### src/core/temp_limit_pkg.sv
// Package: register map, field layout and carrier types of the limit/status bank
package temp_limit_pkg;

    // ****************************************************************
    // Register offsets
    // ****************************************************************
    localparam logic [7:0] ADDR_CRIT_LOW_THRESH_HI = 8'h23;
    localparam logic [7:0] ADDR_DEVICE_EVENT_STATUS = 8'h30;
    localparam logic [7:0] ADDR_SENSED_TEMP_LO = 8'h31;
    localparam logic [7:0] ADDR_SENSED_TEMP_HI = 8'h32;
    localparam logic [7:0] ADDR_THRESHOLD_COMPARE_STATUS = 8'h33;
    localparam logic [7:0] ADDR_BUS_ERROR_STATUS = 8'h34;

    // ****************************************************************
    // Reset values and field layout
    // ****************************************************************
    localparam logic [7:0] RST_CRIT_LOW_THRESH_HI = 8'h00;
    localparam logic [7:0] RST_SENSED_TEMP = 8'h00;
    localparam logic [7:0] RST_STATUS = 8'h00;
    // Bits 7:5 of the threshold upper byte are read-zero
    localparam logic [7:0] CRIT_LOW_HI_WMASK = 8'h1f;
    localparam int INBAND_IRQ_BIT = 7;
    localparam int CRIT_FLOOR_BIT = 3;
    localparam int CRIT_CEILING_BIT = 2;
    localparam int FLOOR_BIT = 1;
    localparam int CEILING_BIT = 0;
    localparam int PACKET_CHECK_BIT = 1;
    localparam int WRITE_PARITY_BIT = 0;

    // ****************************************************************
    // Carrier types
    // ****************************************************************
    typedef struct packed {
        logic [15:0] high;
        logic [15:0] low;
        logic [15:0] critHigh;
        logic [7:0] critLowLo;
    } thresholds_t;

    typedef struct packed {
        logic [7:0] addr;
        logic write;
        logic read;
        logic [7:0] wdata;
    } reg_req_t;

    typedef struct packed {
        logic valid;
        logic [7:0] rdata;
    } reg_rsp_t;

endpackage

### src/core/temp_limit_status_regs.sv
// Module: critical-low threshold, sensed reading, compare and error status registers
`timescale 1ns/1ps

// Function
// Critical-low flag set when reading below floor
// Critical-low threshold 16 bits, upper byte 23h
// Read-zero threshold bits ignore writes, read zero
// Host keeps critical-low below ordinary low
// Bit 7 at 30h shows pending in-band interrupt
// 31h returns low byte of latest reading
// 32h returns high byte of latest reading
// 33h holds compare outcome against four thresholds
// Bit 2 set above critical-high threshold
// Bit 1 set below ordinary low threshold
// Bit 0 set above ordinary high threshold
// Packet-check failure sets bit 1 at 34h (here only while pecEnable is high)
// Write parity failure sets bit 0 in I3C
// Compare all values as 16-bit, per conversion
// Error flags sticky until external clear, reset zero
module temp_limit_status_regs (
    // Clock and reset
    input wire logic mclk,
    input wire logic reset,
    // Register port from the protocol engine
    input wire temp_limit_pkg::reg_req_t regReq,
    output temp_limit_pkg::reg_rsp_t regRsp,
    // Operating mode
    input wire logic i3cMode,
    input wire logic pecEnable,
    // Converter result
    input wire logic convDone,
    input wire logic [15:0] convResult,
    // Companion threshold registers held elsewhere, and the full critical-low threshold out
    input wire temp_limit_pkg::thresholds_t thresholds,
    output logic [15:0] critLowThresh,
    // Bus events and flag clearing
    input wire logic inbandIrqPending,
    input wire logic packetCheckFail,
    input wire logic writeParityFail,
    input wire logic errorClear,
    // Compare flags for the alert logic
    output logic [3:0] compareFlags
);

    // ****************************************************************
    // State
    // ****************************************************************
    logic [7:0] critFloorUpperByte_q;
    logic [15:0] reading_q;
    logic critFloorFlag_q;
    logic critCeilingFlag_q;
    logic floorFlag_q;
    logic ceilingFlag_q;
    logic packetCheckFailFlag_q;
    logic writeParityFailFlag_q;
    logic [7:0] readData_d;
    logic [15:0] critFloorFull;
    logic floorWrite;
    logic signed [15:0] resultSigned;
    logic signed [15:0] critFloorSigned;
    logic signed [15:0] critCeilingSigned;
    logic signed [15:0] floorSigned;
    logic signed [15:0] ceilingSigned;

    // The companion low byte lives outside; this block owns the upper byte
    assign critFloorFull = {critFloorUpperByte_q, thresholds.critLowLo};

    // ****************************************************************
    // Decode and compare operands
    // ****************************************************************
    // Only the upper byte of the critical floor is writable in this bank
    assign floorWrite = regReq.write
        && (regReq.addr == temp_limit_pkg::ADDR_CRIT_LOW_THRESH_HI);

    // Two's-complement views keep every compare below in one encoding
    assign resultSigned = $signed(convResult);
    assign critFloorSigned = $signed(critFloorFull);
    assign critCeilingSigned = $signed(thresholds.critHigh);
    assign floorSigned = $signed(thresholds.low);
    assign ceilingSigned = $signed(thresholds.high);

    // ****************************************************************
    // Threshold upper byte
    // ****************************************************************
    always_ff @(posedge mclk or posedge reset) begin
        if (reset) begin
            critFloorUpperByte_q <= temp_limit_pkg::RST_CRIT_LOW_THRESH_HI;
        end else if (floorWrite) begin
            // Ones written to read-zero bits are dropped here
            critFloorUpperByte_q <= regReq.wdata & temp_limit_pkg::CRIT_LOW_HI_WMASK;
        end
    end

    always_ff @(posedge mclk or posedge reset) begin
        if (reset) begin
            critLowThresh <= {temp_limit_pkg::RST_CRIT_LOW_THRESH_HI, 8'h00};
        end else begin
            critLowThresh <= critFloorFull;
        end
    end

    // ****************************************************************
    // Latest reading
    // ****************************************************************
    always_ff @(posedge mclk or posedge reset) begin
        if (reset) begin
            reading_q <= {temp_limit_pkg::RST_SENSED_TEMP, temp_limit_pkg::RST_SENSED_TEMP};
        end else if (convDone) begin
            reading_q <= convResult;
        end
    end

    // ****************************************************************
    // Threshold compare
    // ****************************************************************
    // Compared signed: readings below zero must not look like huge values.
    // Equality with a threshold leaves the flag clear. Ordering of the
    // thresholds is left to the host; no cross-check is made here.
    always_ff @(posedge mclk or posedge reset) begin
        if (reset) begin
            critFloorFlag_q <= 1'b0;
        end else if (convDone) begin
            critFloorFlag_q <= resultSigned < critFloorSigned;
        end
    end

    always_ff @(posedge mclk or posedge reset) begin
        if (reset) begin
            critCeilingFlag_q <= 1'b0;
        end else if (convDone) begin
            critCeilingFlag_q <= resultSigned > critCeilingSigned;
        end
    end

    always_ff @(posedge mclk or posedge reset) begin
        if (reset) begin
            floorFlag_q <= 1'b0;
        end else if (convDone) begin
            floorFlag_q <= resultSigned < floorSigned;
        end
    end

    always_ff @(posedge mclk or posedge reset) begin
        if (reset) begin
            ceilingFlag_q <= 1'b0;
        end else if (convDone) begin
            ceilingFlag_q <= resultSigned > ceilingSigned;
        end
    end

    always_ff @(posedge mclk or posedge reset) begin
        if (reset) begin
            compareFlags <= temp_limit_pkg::RST_STATUS[3:0];
        end else begin
            compareFlags[temp_limit_pkg::CRIT_FLOOR_BIT] <= critFloorFlag_q;
            compareFlags[temp_limit_pkg::CRIT_CEILING_BIT] <= critCeilingFlag_q;
            compareFlags[temp_limit_pkg::FLOOR_BIT] <= floorFlag_q;
            compareFlags[temp_limit_pkg::CEILING_BIT] <= ceilingFlag_q;
        end
    end

    // ****************************************************************
    // Sticky error flags
    // ****************************************************************
    // A failure in the same cycle as the clear survives the clear
    always_ff @(posedge mclk or posedge reset) begin
        if (reset) begin
            packetCheckFailFlag_q <= 1'b0;
        end else if (pecEnable && packetCheckFail) begin
            packetCheckFailFlag_q <= 1'b1;
        end else if (errorClear) begin
            packetCheckFailFlag_q <= 1'b0;
        end
    end

    always_ff @(posedge mclk or posedge reset) begin
        if (reset) begin
            writeParityFailFlag_q <= 1'b0;
        end else if (i3cMode && writeParityFail) begin
            writeParityFailFlag_q <= 1'b1;
        end else if (errorClear) begin
            writeParityFailFlag_q <= 1'b0;
        end
    end

    // ****************************************************************
    // Read path
    // ****************************************************************
    always_comb begin
        readData_d = 8'h00;
        case (regReq.addr)
            temp_limit_pkg::ADDR_CRIT_LOW_THRESH_HI: begin
                readData_d = critFloorUpperByte_q & temp_limit_pkg::CRIT_LOW_HI_WMASK;
            end
            temp_limit_pkg::ADDR_DEVICE_EVENT_STATUS: begin
                // Only meaningful on I3C; reserved bits stay zero
                readData_d[temp_limit_pkg::INBAND_IRQ_BIT] = i3cMode && inbandIrqPending;
            end
            temp_limit_pkg::ADDR_SENSED_TEMP_LO: begin
                readData_d = reading_q[7:0];
            end
            temp_limit_pkg::ADDR_SENSED_TEMP_HI: begin
                readData_d = reading_q[15:8];
            end
            temp_limit_pkg::ADDR_THRESHOLD_COMPARE_STATUS: begin

                readData_d[temp_limit_pkg::CRIT_FLOOR_BIT] = critFloorFlag_q;
                readData_d[temp_limit_pkg::CRIT_CEILING_BIT] = critCeilingFlag_q;
                readData_d[temp_limit_pkg::FLOOR_BIT] = floorFlag_q;
                readData_d[temp_limit_pkg::CEILING_BIT] = ceilingFlag_q;
            end
            temp_limit_pkg::ADDR_BUS_ERROR_STATUS: begin
                readData_d[temp_limit_pkg::PACKET_CHECK_BIT] = packetCheckFailFlag_q;
                readData_d[temp_limit_pkg::WRITE_PARITY_BIT] = writeParityFailFlag_q;
            end
            default: begin
                readData_d = 8'h00;
            end
        endcase
    end

    always_ff @(posedge mclk or posedge reset) begin
        if (reset) begin
            regRsp.valid <= 1'b0;
            regRsp.rdata <= temp_limit_pkg::RST_STATUS;
        end else begin
            regRsp.valid <= regReq.read;
            regRsp.rdata <= regReq.read ? readData_d : regRsp.rdata;
        end
    end

endmodule

### config.mk
export PLATFORM = sky130hd
export DESIGN_NAME = temp_limit_status_regs
export DESIGN_NICKNAME = d
export VERILOG_FILES = /design/src/core/temp_limit_pkg.sv /design/src/core/temp_limit_status_regs.sv
export SDC_FILE = /design/constraint.sdc
export NUM_CORES = 1
export LEC_CHECK = 0
export ABC_CLOCK_PERIOD_IN_PS = 2200
export BUFFER_PORTS_ARGS = -buffer_cell sky130_fd_sc_hd__clkbuf_2
export CAP_MARGIN = 10
export CORE_MARGIN = 5
export CORE_UTILIZATION = 49
export CTS_CLUSTER_SIZE = 25
export DETAILED_ROUTE_END_ITERATION = 10
export GPL_TIMING_DRIVEN = 0
export PLACE_DENSITY_LB_ADDON = 0.1
export SETUP_SLACK_MARGIN = 0.05
export SLEW_MARGIN = 20
export SYNTH_ARGS = -nofsm -noshare
export SYNTH_HDL_FRONTEND = slang
export SYNTH_SLANG_ARGS = --single-unit
export TNS_END_PERCENT = 50
### constraint.sdc
create_clock -name mclk -period 2.2 [get_ports mclk]
set_input_delay 0.11 -clock mclk [delete_from_list [all_inputs] [get_ports mclk]]
set_output_delay 0.11 -clock mclk [all_outputs]
set_load 0.005 [all_outputs]
Yosys cells after proc, flatten, opt, wreduce, memory -nomap -nowiden

Index checks and enable logic that the tools add are counted.

Register bits: 53
Latch bits: 0
Bits in writable memories: 0
ROM bits: 0
Memories kept: 0

Add/subtract/negate cells: 0
Multiply operators: 0
Divide/modulo/power cells: 0
Order comparisons: 4
Eq/ne operators: 6
Shifts and indexed selects: 0
Muxes and demuxes: 7
Bitwise logic cells: 0
Reduce and logical (&&, ||, !) cells: 6

Operators by type and width:

| cell                                                                  | number |
|---|---|
| 8-bit by 6-bit equality test with 1-bit output, second input constant | 6 |
| 16-bit greater-than comparator                                        | 2 |
| 16-bit by 14-bit < comparator with 1-bit output                       | 1 |
| 16-bit < comparator                                                   | 1 |
| 2-bit case mux with 5 select lines                                    | 1 |
| 3-bit case mux with 3 select lines                                    | 1 |
| 2-bit case mux with 4 select lines                                    | 1 |
| 1-bit logical AND                                                     | 4 |
| 2-bit nonzero test                                                    | 2 |
| 1-bit two-way mux                                                     | 3 |
| 1-bit case mux with 3 select lines                                    | 1 |

Logic depth before layout (Yosys ltp)

Depth in word-level cells: 2
Mapped depth: 7
Depth with buffers taken out: 7

Least setup slack after synthesis

No wires, ideal clock.

Path kind: input to register
Start: in thresholds[21] in the netlist's numbering
End: reg critCeilingFlag_q
Arrival time: 1578 ps
Data required time: 2074 ps
Setup slack: 496 ps
Stages: 7
Path buffers: 0
Cell sequence: inv_1 -> ha_1 -> nand4_1 -> or4_1 -> o311ai_1 -> nor4b_1 -> a311o_1

Cells in the longest elaborated chain, start to end: 1

RTL lines:

| element                        | line                          | source |
|---|---|---|
| start, declared                | temp_limit_status_regs.sv:34  | `input wire temp_limit_pkg::thresholds_t thresholds,` |
| 16-bit greater-than comparator | temp_limit_status_regs.sv:131 | `critCeilingFlag_q <= resultSigned > critCeilingSigned;` |
| end signal, assigned           | temp_limit_status_regs.sv:131 |  |
| end, declared                  | temp_limit_status_regs.sv:51  | `logic critCeilingFlag_q;` |

Every way passes these cells.
A chain may end at the register's enable or synchronous reset.

Worst setup path in the final report

Start: in convResult[15]
End: reg critCeilingFlag_q

Cells in the longest elaborated chain, start to end: 1

RTL lines:

| element                        | line                          | source |
|---|---|---|
| start, declared                | temp_limit_status_regs.sv:32  | `input wire logic [15:0] convResult,` |
| 16-bit greater-than comparator | temp_limit_status_regs.sv:131 |  |

Every way passes these cells.

==> results_tabular.tex <==
\begin{tabular}{lr}
\hline
Metric & Value \\
\hline
\multicolumn{2}{l}{\textbf{Synthesis}} \\
\quad Synth Register Bits & between 50 and 60 \\
\quad Cells taking the most area after synthesis & sky130\_fd\_sc\_hd\_\_dfrtp\_1 37\%, sky130\_fd\_sc\_hd\_\_ha\_1 20\%, sky130\_fd\_sc\_hd\_\_inv\_1 7.1\% \\
\quad Post-synth top flop & sky130\_fd\_sc\_hd\_\_dfrtp\_1 \\
\quad Register area share after synthesis & 0.367 \\
\quad Synth area leader & sky130\_fd\_sc\_hd\_\_dfrtp\_1 \\
\quad Count of flip-flops with a built-in enable after synthesis & 0 \\
\quad Average cell area after synthesis & approximately 9.9 sq um \\
\quad Async set-or-reset flop fraction in the synthesized netlist & 1.00 \\
\quad Mapped cell area & 3610 sq um \\
\quad Area share of the largest cell type after synthesis & 0.367 \\
\quad Number of distinct library cells after synthesis & 50 \\
\quad Synth warnings & 0 \\
\quad Mapped Cells & $\sim$360 \\
\multicolumn{2}{l}{\textbf{Timing}} \\
\quad Minimum clock period after layout & about 1.7 ns \\
\quad Post-Route Skew & $\sim$0.012 ns \\
\quad Final number of max-transition violations & 0 \\
\quad RSZ-0062 raised after global routing & no \\
\quad Final hold violations & 0 \\
\quad Highest Clock Rate & between 0.5 and 0.6 GHz \\
\quad Worst slew pin tran & about 0.74 ns \\
\quad Period utilisation layout & 0.795 \\
\quad Setup violations, final & 0 \\
\quad Worst slew slack as a fraction of its limit & 0.497 \\
\quad Final total negative setup slack & 0 ns \\
\multicolumn{2}{l}{\textbf{Routing}} \\
\quad Router iterations before antenna repair & 4 \\
\quad Via count & roughly 3.1k \\
\quad Overall routed net length & between 8000 and 9000 um \\
\quad Detail-routed net length per standard cell & around 15 um \\
\quad Remaining antenna violation count after routing & 0 \\
\quad Ratio of routed vias to standard cells & roughly 5.1 \\
\quad Drt first-iter violations & 130 \\
\quad Count of unresolved DRC violations after routing & 0 \\
\multicolumn{2}{l}{\textbf{Setup path}} \\
\quad Register-to-Register Path Depth & 5 \\
\quad Max FO, Critical Path & 5 \\
\quad Category of the critical setup timing path & input pin to flop \\
\quad Critical R2R Launch & critFloorUpperByte\_q[4] \\
\quad Required time of the worst setup path & between 2 and 2.5 ns \\
\quad Critical register-to-register path endpoint & critFloorFlag\_q \\
\quad Crit. End Element & flop \\
\quad Minimum setup slack among reg-to-reg paths & 0.52 ns \\
\quad Startpoint Class & input pin \\
\quad Arrival time of data at the critical path endpoint & 1.96 ns \\
\multicolumn{2}{l}{\textbf{Finish}} \\
\quad Fraction of layout instances using a drive strength above 1 & 0.322 \\
\quad Area overhead of the layout relative to synthesis & 26.6\% \\
\quad Multi-input gate area in the final layout & between 1500 and 2000 sq um \\
\quad Ant. Diodes & 0 \\
\quad Fill cells & 671 \\
\quad Final-stage net count & between 600 and 700 \\
\quad Final instance area & 4570 sq um \\
\quad Area used by sequential logic in the layout & 1330 sq um \\
\multicolumn{2}{l}{\textbf{Clock network}} \\
\quad Post-CTS Hold Fix Bufs & 12 \\
\quad Library cell used as clock root buffer & sky130\_fd\_sc\_hd\_\_clkbuf\_8 \\
\quad Post-cts gate resize count & 0 \\
\quad Post-CTS setup buffer count & 0 \\
\quad CTS buffer count & 5 \\
\quad Maximum clock path buffer count & 2 \\
\quad Clock tree from TritonCTS & done \\
\quad H-tree levels & 2 \\
\quad Latest clock arrival within the worst-skew pair & between 0.3 and 0.4 ns \\
\quad Sinks on the clock net & 53 \\
\quad Clock Pin Slew Worst Setup and Hold Paths & 0.11 ns \\
\multicolumn{2}{l}{\textbf{Pwr}} \\
\quad Static leakage & approximately 0.0025 uW \\
\quad Power density of the placed cells & 483 nW/um\^{}2 \\
\quad Max IR drop VDD & 0.259 mV \\
\multicolumn{2}{l}{\textbf{Outcome}} \\
\quad Run status & complete, no violations \\
\multicolumn{2}{l}{\textbf{Die}} \\
\quad Initial Utilization & 0.501 \\
\quad DIE AREA & roughly 9200 sq um \\
\quad Num ports & between 100 and 150 \\
\quad Chip width & about 96 um \\
\quad Die Y & 95.8 um \\
\quad Placeable core region & between 7000 and 8000 sq um \\
\quad Cell row count & 31 \\
\multicolumn{2}{l}{\textbf{Global route}} \\
\quad Aggregate global-route resource usage & 0.204 \\
\quad Maximum number of pins on one net before global-route repair & 31 \\
\quad Number of antenna violations at the first check in global routing & 0 \\
\quad Vias in the first global route & between 3k and 4k \\
\quad Grt total ovfl & 0 \\
\quad Global-route wire length before repair & $\sim$14,000 um \\
\multicolumn{2}{l}{\textbf{Run}} \\
\quad Max\_cap viols & 0 \\
\multicolumn{2}{l}{\textbf{Min path}} \\
\quad Hold Crit Class & input pin to flop \\
\quad End of the worst hold path & writeParityFailFlag\_q \\
\quad Cells on Worst Hold Path & 3 \\
\quad Critical hold path startpoint & writeParityFail \\
\multicolumn{2}{l}{\textbf{Placed design}} \\
\quad Post-placement cell area & $\sim$4400 sq um \\
\quad HPWL after detailed placement & 7550 um \\
\quad Count of buffers from port buffering & 119 \\
\quad Final weighted congestion of routability-driven global placement & 0.855 \\
\hline
\end{tabular}
==> where the power goes <==
group / switching (uW) / leakage (uW) / internal (uW)
sequential: 45.2 / 0.000651 / 1050
combinational: 269 / 0.00178 / 274
clock: 336 / 0.0000423 / 232
==> stage by stage <==
stage / hold slack [ns] / setup slack [ns] / util / total power, uW / std cells
floorplan: 0.141 / 0.496 / - / 1410 / 366
global placement: 0.233 / 0.138 / 0.601 / 1620 / 584
detailed placement: 0.152 / 0.113 / 0.604 / 1650 / 585
CTS: 0.0142 / 0.442 / 0.634 / 2230 / 605
global route: 0.0202 / 0.236 / 0.634 / 2350 / 605
finish: 0.0134 / 0.451 / 0.634 / 2210 / 605
==> cell usage after synthesis (all sizes together) (4+ instances only) <==
cell type and n:
nand2 14, nor2 14, nor2b 10, clkbuf 5, a21o 7, nand2b 4, a22oi 6, a21oi 25
buf 4, nand4 14, inv 68, ha 59, mux2 23, dfrtp 53, o21ai 8
==> area by class of cell <==
| class | instances | area share |
|---|---|---|
| Multi-Input combinational cell | 236 | 0.435 |
| Sequential cell | 53 | 0.290 |
| Timing Repair Buffer | 132 | 0.161 |
| Inverter | 68 | 0.0558 |
| Tap cell | 99 | 0.0271 |
| Clock buffer | 5 | 0.0150 |
| Buffer | 9 | 0.0101 |
| Clock inverter | 3 | 0.00575 |
==> critical path, cell delays in order <==
cell	delay [ns]
sky130_fd_sc_hd__clkbuf_2	0.17
sky130_fd_sc_hd__ha_1	0.34
sky130_fd_sc_hd__nand4_1	0.16
sky130_fd_sc_hd__or4_1	0.61
sky130_fd_sc_hd__o311ai_1	0.12
sky130_fd_sc_hd__nor4b_1	0.10
sky130_fd_sc_hd__a311o_1	0.35
==> sequential cells by signal (all words and copies together) (netlist names) <==
name	flops
ceilingFlag_q	1
compareFlags	4
critCeilingFlag_q	1
critFloorFlag_q	1
critFloorUpperByte_q	5
critLowThresh	13
floorFlag_q	1
packetCheckFailFlag_q	1
reading_q	16
regRsp	9
writeParityFailFlag_q	1
==> layout by cell type (no fill, tap or decap), types with 4 or more instances in the layout <==
| cell type | netlist | layout |
|---|---|---|
| sky130_fd_sc_hd__nand2_1 | 13 | 13 |
| sky130_fd_sc_hd__nor2_1 | 14 | 14 |
| sky130_fd_sc_hd__a21o_1 | 7 | 7 |
| sky130_fd_sc_hd__a21oi_1 | 25 | 25 |
| sky130_fd_sc_hd__dlygate4sd3_1 | 0 | 12 |
| sky130_fd_sc_hd__mux2_2 | 18 | 18 |
| sky130_fd_sc_hd__mux2_4 | 5 | 5 |
| sky130_fd_sc_hd__ha_1 | 59 | 59 |
| sky130_fd_sc_hd__inv_1 | 68 | 67 |
| sky130_fd_sc_hd__nor2b_1 | 9 | 9 |
| sky130_fd_sc_hd__nand4_1 | 14 | 14 |
| sky130_fd_sc_hd__nand2b_1 | 4 | 4 |
| sky130_fd_sc_hd__a22oi_1 | 6 | 6 |
| sky130_fd_sc_hd__o21ai_0 | 8 | 8 |
| sky130_fd_sc_hd__clkbuf_1 | 5 | 5 |
| sky130_fd_sc_hd__dfrtp_1 | 53 | 53 |
| sky130_fd_sc_hd__clkbuf_2 | 0 | 119 |
| sky130_fd_sc_hd__clkbuf_8 | 0 | 5 |
==> how the worst max path moves through the flow <==
stage	slack, ns	from	cells past startpoint	to
after floorplan	0.50	thresholds[21]	7	critCeilingFlag_q
after global placement	0.14	convResult[1]	7	ceilingFlag_q
after detailed placement	0.11	convResult[1]	7	ceilingFlag_q
after CTS	0.44	convResult[1]	7	ceilingFlag_q
after global routing	0.24	convResult[1]	7	ceilingFlag_q
final	0.45	convResult[15]	7	critCeilingFlag_q
==> per-layer routing <==
layer / vias up / routed length, um / GRT usage / share of wire
met3: 14 / 596 / 0.0360 / 0.067
met2: 95 / 4350 / 0.344 / 0.49
met1: 1408 / 3760 / 0.261 / 0.42
met4: 0 / 197 / 0.0723 / 0.022
met5: - / 0 / 0 / 0
li1: 1557 / - / - / -
==> logic make-up (layout without fill, tap and decap cells) <==
logic type | count (synthesis) | after routing | share of synthesized area
buffers and inverters | 77 | 217 | 0.0835
and+or+nand+nor | 75 | 75 | 0.123
adders and majority gates | 60 | 60 | 0.207
AOI/OAI and AO/OA | 74 | 74 | 0.138
DFF | 53 | 53 | 0.367
other | 1 | 3 | 0.00104
muxes | 24 | 24 | 0.0797
Power figures use the tool's default switching activity.
